**src/hdl/wide_timer_pkg.sv**
```systemverilog
// Shared constants for the byte-accessed 16-bit timer core
package wide_timer_pkg;
  // Register word offsets (byte addresses on the AHB-Lite bus)
  localparam logic [7:0] OFS_COUNT_LO = 8'h00;
  localparam logic [7:0] OFS_COUNT_HI = 8'h04;
  localparam logic [7:0] OFS_CMPA_LO = 8'h08;
  localparam logic [7:0] OFS_CMPA_HI = 8'h0C;
  localparam logic [7:0] OFS_CMPB_LO = 8'h10;
  localparam logic [7:0] OFS_CMPB_HI = 8'h14;
  localparam logic [7:0] OFS_CAPT_LO = 8'h18;
  localparam logic [7:0] OFS_CAPT_HI = 8'h1C;
  localparam logic [7:0] OFS_CTRL_A = 8'h20;
  localparam logic [7:0] OFS_CTRL_B = 8'h24;
  localparam logic [7:0] OFS_FLAG = 8'h28;
  localparam logic [7:0] OFS_MASK = 8'h2C;
  localparam logic [7:0] OFS_POWER = 8'h30;
  // Timer control B fields
  localparam int CS_LSB = 0;
  localparam int EDGE_SEL_BIT = 6;
  localparam int CAPT_SRC_BIT = 5;
  // Timer control A field: top select
  localparam int TOPSEL_LSB = 0;
  // Flag and mask bit positions
  localparam int FLG_OVF = 0;
  localparam int FLG_CMPA = 1;
  localparam int FLG_CMPB = 2;
  localparam int FLG_CAPT = 3;
  // Power register bit
  localparam int PWR_GATE_BIT = 0;
  localparam logic [7:0] POWER_RST = 8'h01;
  // Count limits
  localparam logic [15:0] BOTTOM_VAL = 16'h0000;
  localparam logic [15:0] MAX_VAL = 16'hFFFF;
  localparam logic [15:0] TOP_8BIT = 16'h00FF;
  localparam logic [15:0] TOP_9BIT = 16'h01FF;
  localparam logic [15:0] TOP_10BIT = 16'h03FF;
  // Top select encodings
  localparam logic [2:0] TOPSEL_MAX = 3'h0;
  localparam logic [2:0] TOPSEL_8 = 3'h1;
  localparam logic [2:0] TOPSEL_9 = 3'h2;
  localparam logic [2:0] TOPSEL_10 = 3'h3;
  localparam logic [2:0] TOPSEL_CMPA = 3'h4;
  localparam logic [2:0] TOPSEL_CAPT = 3'h5;
  // Clock select encodings
  localparam logic [2:0] CS_NONE = 3'h0;
  localparam logic [2:0] CS_DIV1 = 3'h1;
  localparam logic [2:0] CS_DIV8 = 3'h2;
  localparam logic [2:0] CS_DIV64 = 3'h3;
  localparam logic [2:0] CS_DIV256 = 3'h4;
  localparam logic [2:0] CS_DIV1024 = 3'h5;
  localparam logic [2:0] CS_EXT_FALL = 3'h6;
  localparam logic [2:0] CS_EXT_RISE = 3'h7;
  // Bus phase states
  typedef enum logic [1:0] {
    BUS_IDLE = 2'b00,
    BUS_DATA = 2'b01
  } bus_state_t;
endpackage
```
**src/hdl/tick_select.sv**
```systemverilog
// Prescaler and clock select that produce the one-cycle timer tick
`timescale 1ns/10ps
module tick_select
  import wide_timer_pkg::*;
(
  input wire logic clk_sys,
  input wire logic rst_b,
  input wire logic run_en,
  input wire logic [2:0] clock_sel,
  input wire logic ext_pin,
  output logic timer_tick
);
  logic [9:0] presc_ff;
  logic [9:0] nxt_presc;
  logic ext_ff;
  logic nxt_ext;
  logic tick_ff;
  logic nxt_tick;

  // Free prescaler, pin history and tick decode
  always_comb begin
    nxt_presc = run_en ? presc_ff + 10'h001 : 10'h000;
    nxt_ext = ext_pin;
    case (clock_sel)
      CS_NONE: nxt_tick = 1'b0;
      CS_DIV1: nxt_tick = run_en;
      CS_DIV8: nxt_tick = run_en && (presc_ff[2:0] == 3'h7);
      CS_DIV64: nxt_tick = run_en && (presc_ff[5:0] == 6'h3F);
      CS_DIV256: nxt_tick = run_en && (presc_ff[7:0] == 8'hFF);
      CS_DIV1024: nxt_tick = run_en && (presc_ff == 10'h3FF);
      CS_EXT_FALL: nxt_tick = run_en && ext_ff && !ext_pin;
      CS_EXT_RISE: nxt_tick = run_en && !ext_ff && ext_pin;
      default: nxt_tick = 1'b0;
    endcase
  end

  // Registers
  always_ff @(posedge clk_sys or negedge rst_b) begin
    if (!rst_b) begin
      presc_ff <= 10'h000;
      ext_ff <= 1'b0;
      tick_ff <= 1'b0;
    end else begin
      presc_ff <= nxt_presc;
      ext_ff <= nxt_ext;
      tick_ff <= nxt_tick;
    end
  end

  assign timer_tick = tick_ff;
endmodule

```
**src/hdl/wide_timer_core.sv**
```systemverilog
// Byte-accessed 16-bit timer core with AHB-Lite register slave
//
// Local design decisions: the register addresses and register access over AHB-Lite.
`timescale 1ns/10ps
// What this block does
// - Power gate bit set keeps timer disabled
// - Four 16-bit values reached as byte pairs
// - One shared high-byte holding register
// - Low-byte write loads full 16-bit target
// - Count or capture low-byte read copies high byte to holder
// - Compare reads return high byte directly
// - Count advances only on selected tick
// - Buffered compares checked against count on each tick
// - Compare match sets channel flag
// - Capture event copies count to capture
// - Count zero signals BOTTOM
// - All-ones count signals MAX
// - Mode selects TOP: fixed, compare A, capture
// - Compare A as TOP gives no output
// - Capture as TOP frees compare A output
// - Flags visible, individually masked
// - Software count write beats counting
module wide_timer_core
  import wide_timer_pkg::*;
(
  input wire logic clk_sys,
  input wire logic rst_b,
  input wire logic hsel,
  input wire logic [31:0] haddr,
  input wire logic [1:0] htrans,
  input wire logic hwrite,
  input wire logic [2:0] hsize,
  input wire logic [31:0] hwdata,
  input wire logic hready,
  output logic hreadyout,
  output logic hresp,
  output logic [31:0] hrdata,
  input wire logic external_count_pin,
  input wire logic capture_pin,
  input wire logic comparator_out,
  output logic wave_out_a,
  output logic wave_out_b,
  output logic bottom_flag,
  output logic max_flag,
  output logic top_flag,
  output logic irq_req
);
  bus_state_t state_ff, nxt_state;
  logic [7:0] addr_ff, nxt_addr;
  logic wr_ff, nxt_wr;
  logic [31:0] rdata_ff, nxt_rdata;
  logic [7:0] hold_ff, nxt_hold;
  logic [15:0] count_ff, nxt_count;
  logic [15:0] cmpa_ff, nxt_cmpa, cmpa_act_ff, nxt_cmpa_act;
  logic [15:0] cmpb_ff, nxt_cmpb, cmpb_act_ff, nxt_cmpb_act;
  logic [15:0] capt_ff, nxt_capt;
  logic [7:0] ctrla_ff, nxt_ctrla, ctrlb_ff, nxt_ctrlb;
  logic [3:0] flag_ff, nxt_flag, mask_ff, nxt_mask;
  logic [7:0] power_ff, nxt_power;
  logic capt_in_ff, nxt_capt_in;
  logic wave_a_ff, nxt_wave_a, wave_b_ff, nxt_wave_b;
  logic bot_ff, max_ff, top_ff, irq_ff;
  logic nxt_bot, nxt_max, nxt_top, nxt_irq;
  logic tick;
  logic tick_raw;
  logic run_en;
  logic [15:0] top_val;
  logic at_top, match_a, match_b, capt_evt;
  logic wr_go, rd_go;
  logic [7:0] wbyte;
  logic [3:0] flag_set, flag_clr;

  // Byte lane of a 16-bit value selected by the high flag
  function automatic logic [7:0] byte_of(input logic [15:0] v,
                                         input logic hi);
    byte_of = hi ? v[15:8] : v[7:0];
  endfunction

  assign run_en = !power_ff[PWR_GATE_BIT];

  tick_select u_tick (
    .clk_sys(clk_sys),
    .rst_b(rst_b),
    .run_en(run_en),
    .clock_sel(ctrlb_ff[CS_LSB +: 3]),
    .ext_pin(external_count_pin),
    .timer_tick(tick_raw)
  );

  // Raw tick lags gate and select by a cycle, so mask it here as well
  assign tick = tick_raw && run_en
    && (ctrlb_ff[CS_LSB +: 3] != CS_NONE);

  // TOP selection by mode
  always_comb begin
    case (ctrla_ff[TOPSEL_LSB +: 3])
      TOPSEL_8: top_val = TOP_8BIT;
      TOPSEL_9: top_val = TOP_9BIT;
      TOPSEL_10: top_val = TOP_10BIT;
      TOPSEL_CMPA: top_val = cmpa_act_ff;
      TOPSEL_CAPT: top_val = capt_ff;
      default: top_val = MAX_VAL;
    endcase
  end

  // Match, limit and capture event detection
  assign at_top = (count_ff == top_val);
  assign match_a = run_en && tick && (count_ff == cmpa_act_ff);
  assign match_b = run_en && tick && (count_ff == cmpb_act_ff);
  assign capt_evt = run_en && (ctrlb_ff[CAPT_SRC_BIT] ? comparator_out
    : capture_pin) != capt_in_ff && ((ctrlb_ff[CAPT_SRC_BIT] ?
    comparator_out : capture_pin) == ctrlb_ff[EDGE_SEL_BIT]);

  // Bus decode: writes in the data phase, reads in the address phase
  assign wr_go = (state_ff == BUS_DATA) && wr_ff;
  assign rd_go = (state_ff == BUS_IDLE) && hsel && hready && htrans[1]
    && !hwrite;
  assign wbyte = hwdata[7:0];

  // Bus slave, holding register and all timer state next values
  always_comb begin
    nxt_state = state_ff;
    nxt_addr = addr_ff;
    nxt_wr = 1'b0;
    nxt_rdata = rdata_ff;
    nxt_hold = hold_ff;
    nxt_count = count_ff;
    nxt_cmpa = cmpa_ff;
    nxt_cmpb = cmpb_ff;
    nxt_cmpa_act = cmpa_act_ff;
    nxt_cmpb_act = cmpb_act_ff;
    nxt_capt = capt_ff;
    nxt_ctrla = ctrla_ff;
    nxt_ctrlb = ctrlb_ff;
    nxt_mask = mask_ff;
    nxt_power = power_ff;
    flag_set = 4'h0;
    flag_clr = 4'h0;
    // Address phase capture; every access takes one data cycle
    if (hsel && hready && htrans[1]) begin
      nxt_state = BUS_DATA;
      nxt_addr = haddr[7:0];
      nxt_wr = hwrite;
    end else begin
      nxt_state = BUS_IDLE;
    end
    // Counting on the tick, wrapping at TOP
    if (tick) begin
      nxt_count = at_top ? BOTTOM_VAL : count_ff + 16'h0001;
      if (at_top) begin
        nxt_cmpa_act = cmpa_ff;
        nxt_cmpb_act = cmpb_ff;
      end
    end
    if (capt_evt) begin
      nxt_capt = count_ff;
    end
    // Reads: count or capture low byte copies high into holder
    if (rd_go) begin
      case (haddr[7:0])
        OFS_COUNT_LO: begin
          nxt_rdata = {24'h0, byte_of(count_ff, 1'b0)};
          nxt_hold = byte_of(count_ff, 1'b1);
        end
        OFS_CAPT_LO: begin
          nxt_rdata = {24'h0, byte_of(capt_ff, 1'b0)};
          nxt_hold = byte_of(capt_ff, 1'b1);
        end
        OFS_COUNT_HI, OFS_CAPT_HI: nxt_rdata = {24'h0, hold_ff};
        OFS_CMPA_LO: nxt_rdata = {24'h0, byte_of(cmpa_ff, 1'b0)};
        OFS_CMPA_HI: nxt_rdata = {24'h0, byte_of(cmpa_ff, 1'b1)};
        OFS_CMPB_LO: nxt_rdata = {24'h0, byte_of(cmpb_ff, 1'b0)};
        OFS_CMPB_HI: nxt_rdata = {24'h0, byte_of(cmpb_ff, 1'b1)};
        OFS_CTRL_A: nxt_rdata = {24'h0, ctrla_ff};
        OFS_CTRL_B: nxt_rdata = {24'h0, ctrlb_ff};
        OFS_FLAG: nxt_rdata = {28'h0, flag_ff};
        OFS_MASK: nxt_rdata = {28'h0, mask_ff};
        OFS_POWER: nxt_rdata = {24'h0, power_ff};
        default: nxt_rdata = 32'h0000_0000;
      endcase
    end
    // Writes in the data phase
    if (wr_go) begin
      case (addr_ff)
        OFS_COUNT_HI, OFS_CMPA_HI, OFS_CMPB_HI, OFS_CAPT_HI:
          nxt_hold = wbyte;
        OFS_COUNT_LO: nxt_count = {hold_ff, wbyte};
        OFS_CMPA_LO: nxt_cmpa = {hold_ff, wbyte};
        OFS_CMPB_LO: nxt_cmpb = {hold_ff, wbyte};
        OFS_CAPT_LO: nxt_capt = {hold_ff, wbyte};
        OFS_CTRL_A: nxt_ctrla = wbyte;
        OFS_CTRL_B: nxt_ctrlb = wbyte;
        OFS_FLAG: flag_clr = wbyte[3:0];
        OFS_MASK: nxt_mask = wbyte[3:0];
        OFS_POWER: nxt_power = wbyte;
        default: nxt_power = power_ff;
      endcase
    end
    // Compare values load straight through while stopped
    if (!run_en || ctrlb_ff[CS_LSB +: 3] == CS_NONE) begin
      nxt_cmpa_act = nxt_cmpa;
      nxt_cmpb_act = nxt_cmpb;
    end
    // Flags: set wins over clear
    flag_set[FLG_OVF] = tick && (count_ff == MAX_VAL || at_top);
    flag_set[FLG_CMPA] = match_a;
    flag_set[FLG_CMPB] = match_b;
    flag_set[FLG_CAPT] = capt_evt;
    nxt_flag = (flag_ff & ~flag_clr) | flag_set;
    nxt_irq = |(nxt_flag & nxt_mask);
    nxt_capt_in = ctrlb_ff[CAPT_SRC_BIT] ? comparator_out : capture_pin;
    // Waveforms: toggle on match, compare A silent when it is TOP
    nxt_wave_a = wave_a_ff;
    if (ctrla_ff[TOPSEL_LSB +: 3] == TOPSEL_CMPA) begin
      nxt_wave_a = 1'b0;
    end else if (match_a) begin
      nxt_wave_a = !wave_a_ff;
    end
    nxt_wave_b = match_b ? !wave_b_ff : wave_b_ff;
    nxt_bot = (nxt_count == BOTTOM_VAL);
    nxt_max = (nxt_count == MAX_VAL);
    nxt_top = (nxt_count == top_val);
  end

  // State registers
  always_ff @(posedge clk_sys or negedge rst_b) begin
    if (!rst_b) begin
      state_ff <= BUS_IDLE;
      addr_ff <= 8'h00;
      wr_ff <= 1'b0;
      rdata_ff <= 32'h0000_0000;
      hold_ff <= 8'h00;
      count_ff <= 16'h0000;
      cmpa_ff <= 16'h0000;
      cmpb_ff <= 16'h0000;
      cmpa_act_ff <= 16'h0000;
      cmpb_act_ff <= 16'h0000;
      capt_ff <= 16'h0000;
      ctrla_ff <= 8'h00;
      ctrlb_ff <= 8'h00;
      flag_ff <= 4'h0;
      mask_ff <= 4'h0;
      power_ff <= POWER_RST;
      capt_in_ff <= 1'b0;
      wave_a_ff <= 1'b0;
      wave_b_ff <= 1'b0;
      bot_ff <= 1'b1;
      max_ff <= 1'b0;
      top_ff <= 1'b0;
      irq_ff <= 1'b0;
    end else begin
      state_ff <= nxt_state;
      addr_ff <= nxt_addr;
      wr_ff <= nxt_wr;
      rdata_ff <= nxt_rdata;
      hold_ff <= nxt_hold;
      count_ff <= nxt_count;
      cmpa_ff <= nxt_cmpa;
      cmpb_ff <= nxt_cmpb;
      cmpa_act_ff <= nxt_cmpa_act;
      cmpb_act_ff <= nxt_cmpb_act;
      capt_ff <= nxt_capt;
      ctrla_ff <= nxt_ctrla;
      ctrlb_ff <= nxt_ctrlb;
      flag_ff <= nxt_flag;
      mask_ff <= nxt_mask;
      power_ff <= nxt_power;
      capt_in_ff <= nxt_capt_in;
      wave_a_ff <= nxt_wave_a;
      wave_b_ff <= nxt_wave_b;
      bot_ff <= nxt_bot;
      max_ff <= nxt_max;
      top_ff <= nxt_top;
      irq_ff <= nxt_irq;
    end
  end

  // Outputs straight from flops; slave is always ready and OKAY
  assign hreadyout = 1'b1;
  assign hresp = 1'b0;
  assign hrdata = rdata_ff;
  assign wave_out_a = wave_a_ff;
  assign wave_out_b = wave_b_ff;
  assign bottom_flag = bot_ff;
  assign max_flag = max_ff;
  assign top_flag = top_ff;
  assign irq_req = irq_ff;
endmodule

```
**config.mk**
```make
export PLATFORM = sky130hd
export DESIGN_NAME = wide_timer_core
export DESIGN_NICKNAME = d
export VERILOG_FILES = /design/src/hdl/wide_timer_pkg.sv /design/src/hdl/tick_select.sv /design/src/hdl/wide_timer_core.sv
export SDC_FILE = /design/constraint.sdc
export NUM_CORES = 1
export LEC_CHECK = 0
export BUFFER_PORTS_ARGS = -buffer_cell sky130_fd_sc_hd__buf_2
export CAP_MARGIN = 20
export CORE_UTILIZATION = 40
export DETAILED_ROUTE_END_ITERATION = 10
export PLACE_DENSITY = 0.7
export SLEW_MARGIN = 10
export SYNTH_ARGS = -nofsm -noshare
export SYNTH_HDL_FRONTEND = slang
export SYNTH_SLANG_ARGS = --single-unit
```
**constraint.sdc**
```tcl
create_clock -name clk_sys -period 6.9 [get_ports clk_sys]
set_clock_uncertainty 0.1 [all_clocks]
set_input_delay 0.345 -clock clk_sys [delete_from_list [all_inputs] [get_ports clk_sys]]
set_output_delay 0.345 -clock clk_sys [all_outputs]
set_load 0.005 [all_outputs]
```
==> flow_summary_export.csv <==
group,metric,value,unit
status,status,"completed",
floorplan,initial_core_util,0.408,
clock_network,cts.sinks,173,
critical_path,r2r_slack,2.82,ns
synthesis,syn_inst,1005,
sta,slew_violations,0,
finish,final_cells,1342,
synthesis,ys_async_sr_fraction,1.00,
power,sw_frac_of_total,0.333,
power,power.leakage,4.69,nW
worst_hold_path,whs_path_depth,2,
worst_hold_path,min_from,"hwrite",
clock_network,root_buffer,"clkbuf_16",
detailed_routing,routed_via_density,6.16,
clock_network,ctsLongestPathBuffers,2,
power,p_int,0.00182,W
sta,hold_violations,0,
flow_run,maxCapViolCount,0,
finish,design_area,10800,um2
finish,drive_gt1_frac,0.163,
power,p_seq_frac,0.474,
detailed_routing,drtIter0Drc,1059,
place,gp_congestion,0.967,
sta,fmax,245,MHz
synthesis,synth_enable_flop_cells,0,
floorplan,rows,57,
worst_hold_path,hold_end,"wr_ff",
critical_path,r2r_end,"top_flag",
finish,syn_to_final_growth,8.68,%
synthesis,synth_cell_types,76,
global_routing,grt_usage,0.244,
critical_path,required,7.12,ns
finish,fin_util,0.444,
place,dp_cells,1307,
critical_path,arrival,4.30,ns
sta,report.final.setup_viol,0,
synthesis,synth_seq_cells,173,
place,dp_hpwl,20900,um
critical_path,critPathKind,"reg -> reg",
place,io_buffers,38,
global_routing,grt_pass1_vias,7847,
synthesis,yosysWarningCount,0,
sta,setup_tns,0,ns
global_routing,antenna_found_initial,0,
synthesis,synthTopCellsByCount,"dfrtp_1, nor2_1, nand2_1, mux2_2, a21oi_1",
synthesis,seq_area_frac_synth,0.435,
sta,rsz0062_at_grt,"no",
clock_network,numCtsBuffers,17,
place,placed_cell_area,10200,um2
detailed_routing,firstDrtPassIters,6,
synthesis,yosys-top-cells-area,"dfrtp_1, mux2_2, xor2_1, a21oi_1, xnor2_1",
floorplan,core,24400,um2
power,power_density,252,nW/um2
critical_path,cp-start-kind,"flip-flop",
detailed_routing,ant_nets,0,
synthesis,yosys.cell_count.top_type,"dfrtp_1",
global_routing,grt_remaining_overflow,0,
critical_path,rr_startpoint,"ctrla_ff[0]",
clock_network,clkTransAtPathRegs,0.07,ns
floorplan,ioPinCount,117,
power,clockPowerShare,0.341,
power,pwr-share-comb,0.185,
clock_network,clock_latency,0.44,ns
detailed_routing,wl_per_cell,22.8,um
synthesis,synth_area,9960,um2
finish,multi_input_area,5170,um2
synthesis,ys.flop_type,"dfrtp_1",
sta,worst_pin_slew,1.05,ns
synthesis,yosysTopAreaCell,"dfrtp_1",
detailed_routing,vias,8270,
sta,relSlewSlack,0.299,
critical_path,crit_fanout,25,
power,ir_drop,0.190,mV
sta,holdWs,0.0294,ns
global_routing,grt_pass1_wl,47000,um
detailed_routing,routed_wl,30600,um
power,switching_power,0.000909,W
finish,fillers,2341,
sta,finalCritPeriodShare,0.591,
detailed_routing,drc_errors,0,
worst_hold_path,hp-class,"in -> reg",
clock_network,htree_levels,4,
floorplan,die-area,25500,um2
critical_path,rr_worst_depth,11,
floorplan,fp.dieH,160,um
clock_network,cts_tree,"yes",
finish,seq_area,4330,um2
finish,fin_nets,1087,
clock_network,postCtsSetupRepairBufs,0,
global_routing,grt_max_degree,73,
floorplan,die_w,160,um
synthesis,synth_top_cell_area_share,0.430,
finish,num_antenna_cells,0,
sta,period_minus_slack,4.08,ns
synthesis,synth.avg_cell_area,9.91,um2
critical_path,worst_setup_path_end_kind,"flip-flop",
==> how the worst max path moves through the flow <==
stage,startpoint,end,depth (start not counted)
after floorplan,ctrla_ff[1],bottom_flag,10
after global placement,ctrla_ff[0],top_flag,11
after detailed placement,ctrla_ff[0],top_flag,11
after CTS,ctrla_ff[0],top_flag,11
after global routing,ctrla_ff[0],top_flag,11
final,ctrla_ff[0],top_flag,11
==> state kept, by name, indices dropped and copies added (netlist names), 8 cells and up <==
signal,cells
cmpb_ff,16
cmpb_act_ff,16
count_ff,16
u_tick.presc_ff,10
addr_ff,8
ctrlb_ff,8
capt_ff,16
cmpa_ff,16
cmpa_act_ff,16
ctrla_ff,8
power_ff,8
hold_ff,8
hrdata,8
==> cell type report <==
type	count	share of cell area
clock buffer	20	0.0404
tap	324	0.0375
clock inverter	12	0.0102
timing repair buffer	54	0.0295
multi-input combinational	747	0.478
inverter	12	0.00416
sequential	173	0.400
==> what timing repair did <==
action,in CTS,in global routing
resized for setup,0,0
hold endpoints to repair,70,0
hold buffers,2,0
==> power groups by stage <==
stage          clock network (W)  registers [W]  logic, W
6_report                0.000930        0.00130  0.000505
5_1_grt                 0.000979        0.00130  0.000554
4_1_cts                 0.000940        0.00128  0.000497
3_5_place_dp                   0        0.00130  0.000494
3_3_place_gp                   0        0.00130  0.000488
2_1_floorplan                  0        0.00117  0.000446
==> layer usage <==
metal,vias up,GRT usage,wire length (um)
li1,3637,-,-
met1,4106,0.330,12700
met2,456,0.372,13800
met3,71,0.0678,3300
met4,0,0.0892,805
met5,-,0,0
==> kinds of logic after synthesis <==
family,after synthesis,share of synthesized area
AO/OA/AOI/OAI,241,0.177
XOR/XNOR,70,0.0616
adder cells (fa/ha/maj),5,0.00628
buffers and inverters,109,0.0557
flip-flops,173,0.435
multiplexers,90,0.0995
other,2,0.000754
AND/OR/NAND/NOR,315,0.164
==> cell usage in the layout (no fill, tap or decap), types with 13 or more instances in the layout <==
master	Yosys	layout
a21o_1	20	20
a21oi_1	61	61
a221o_1	16	16
a22o_1	21	21
a22oi_1	24	24
and2_1	23	23
and3_1	17	17
buf_2	17	37
buf_4	27	13
clkbuf_16	0	17
conb_1	2	26
dfrtp_1	171	171
mux2_2	65	65
mux2i_1	22	22
nand2_1	68	68
nand2b_1	15	15
nand3_1	26	26
nand4_1	23	23
nor2_1	75	72
nor3_1	13	13
o21ai_0	25	25
o31ai_1	14	14
xnor2_1	33	33
xor2_1	37	37
==> critical path, cell delays in order, from the launching register on <==
cell and delay [ns]:
dfrtp_1 0.47, buf_4 0.36, nand2b_1 0.39, o22ai_1 0.12, a2111oi_0 0.66, nand4_1 0.31
nor4_4 0.39, buf_4 0.34, o31ai_1 0.22, xor2_1 0.19, o2111ai_1 0.12, nor4_1 0.29
==> per-stage QoR <==
step | setup WS (ns) | total power (W)
after global routing | 2.46 | 0.00283
after CTS | 2.88 | 0.00272
after floorplan | 4.00 | 0.00161
final | 2.82 | 0.00273
after detailed placement | 2.90 | 0.00180
after global placement | 2.94 | 0.00179
Note: power is estimated with default switching activity, not from simulation.
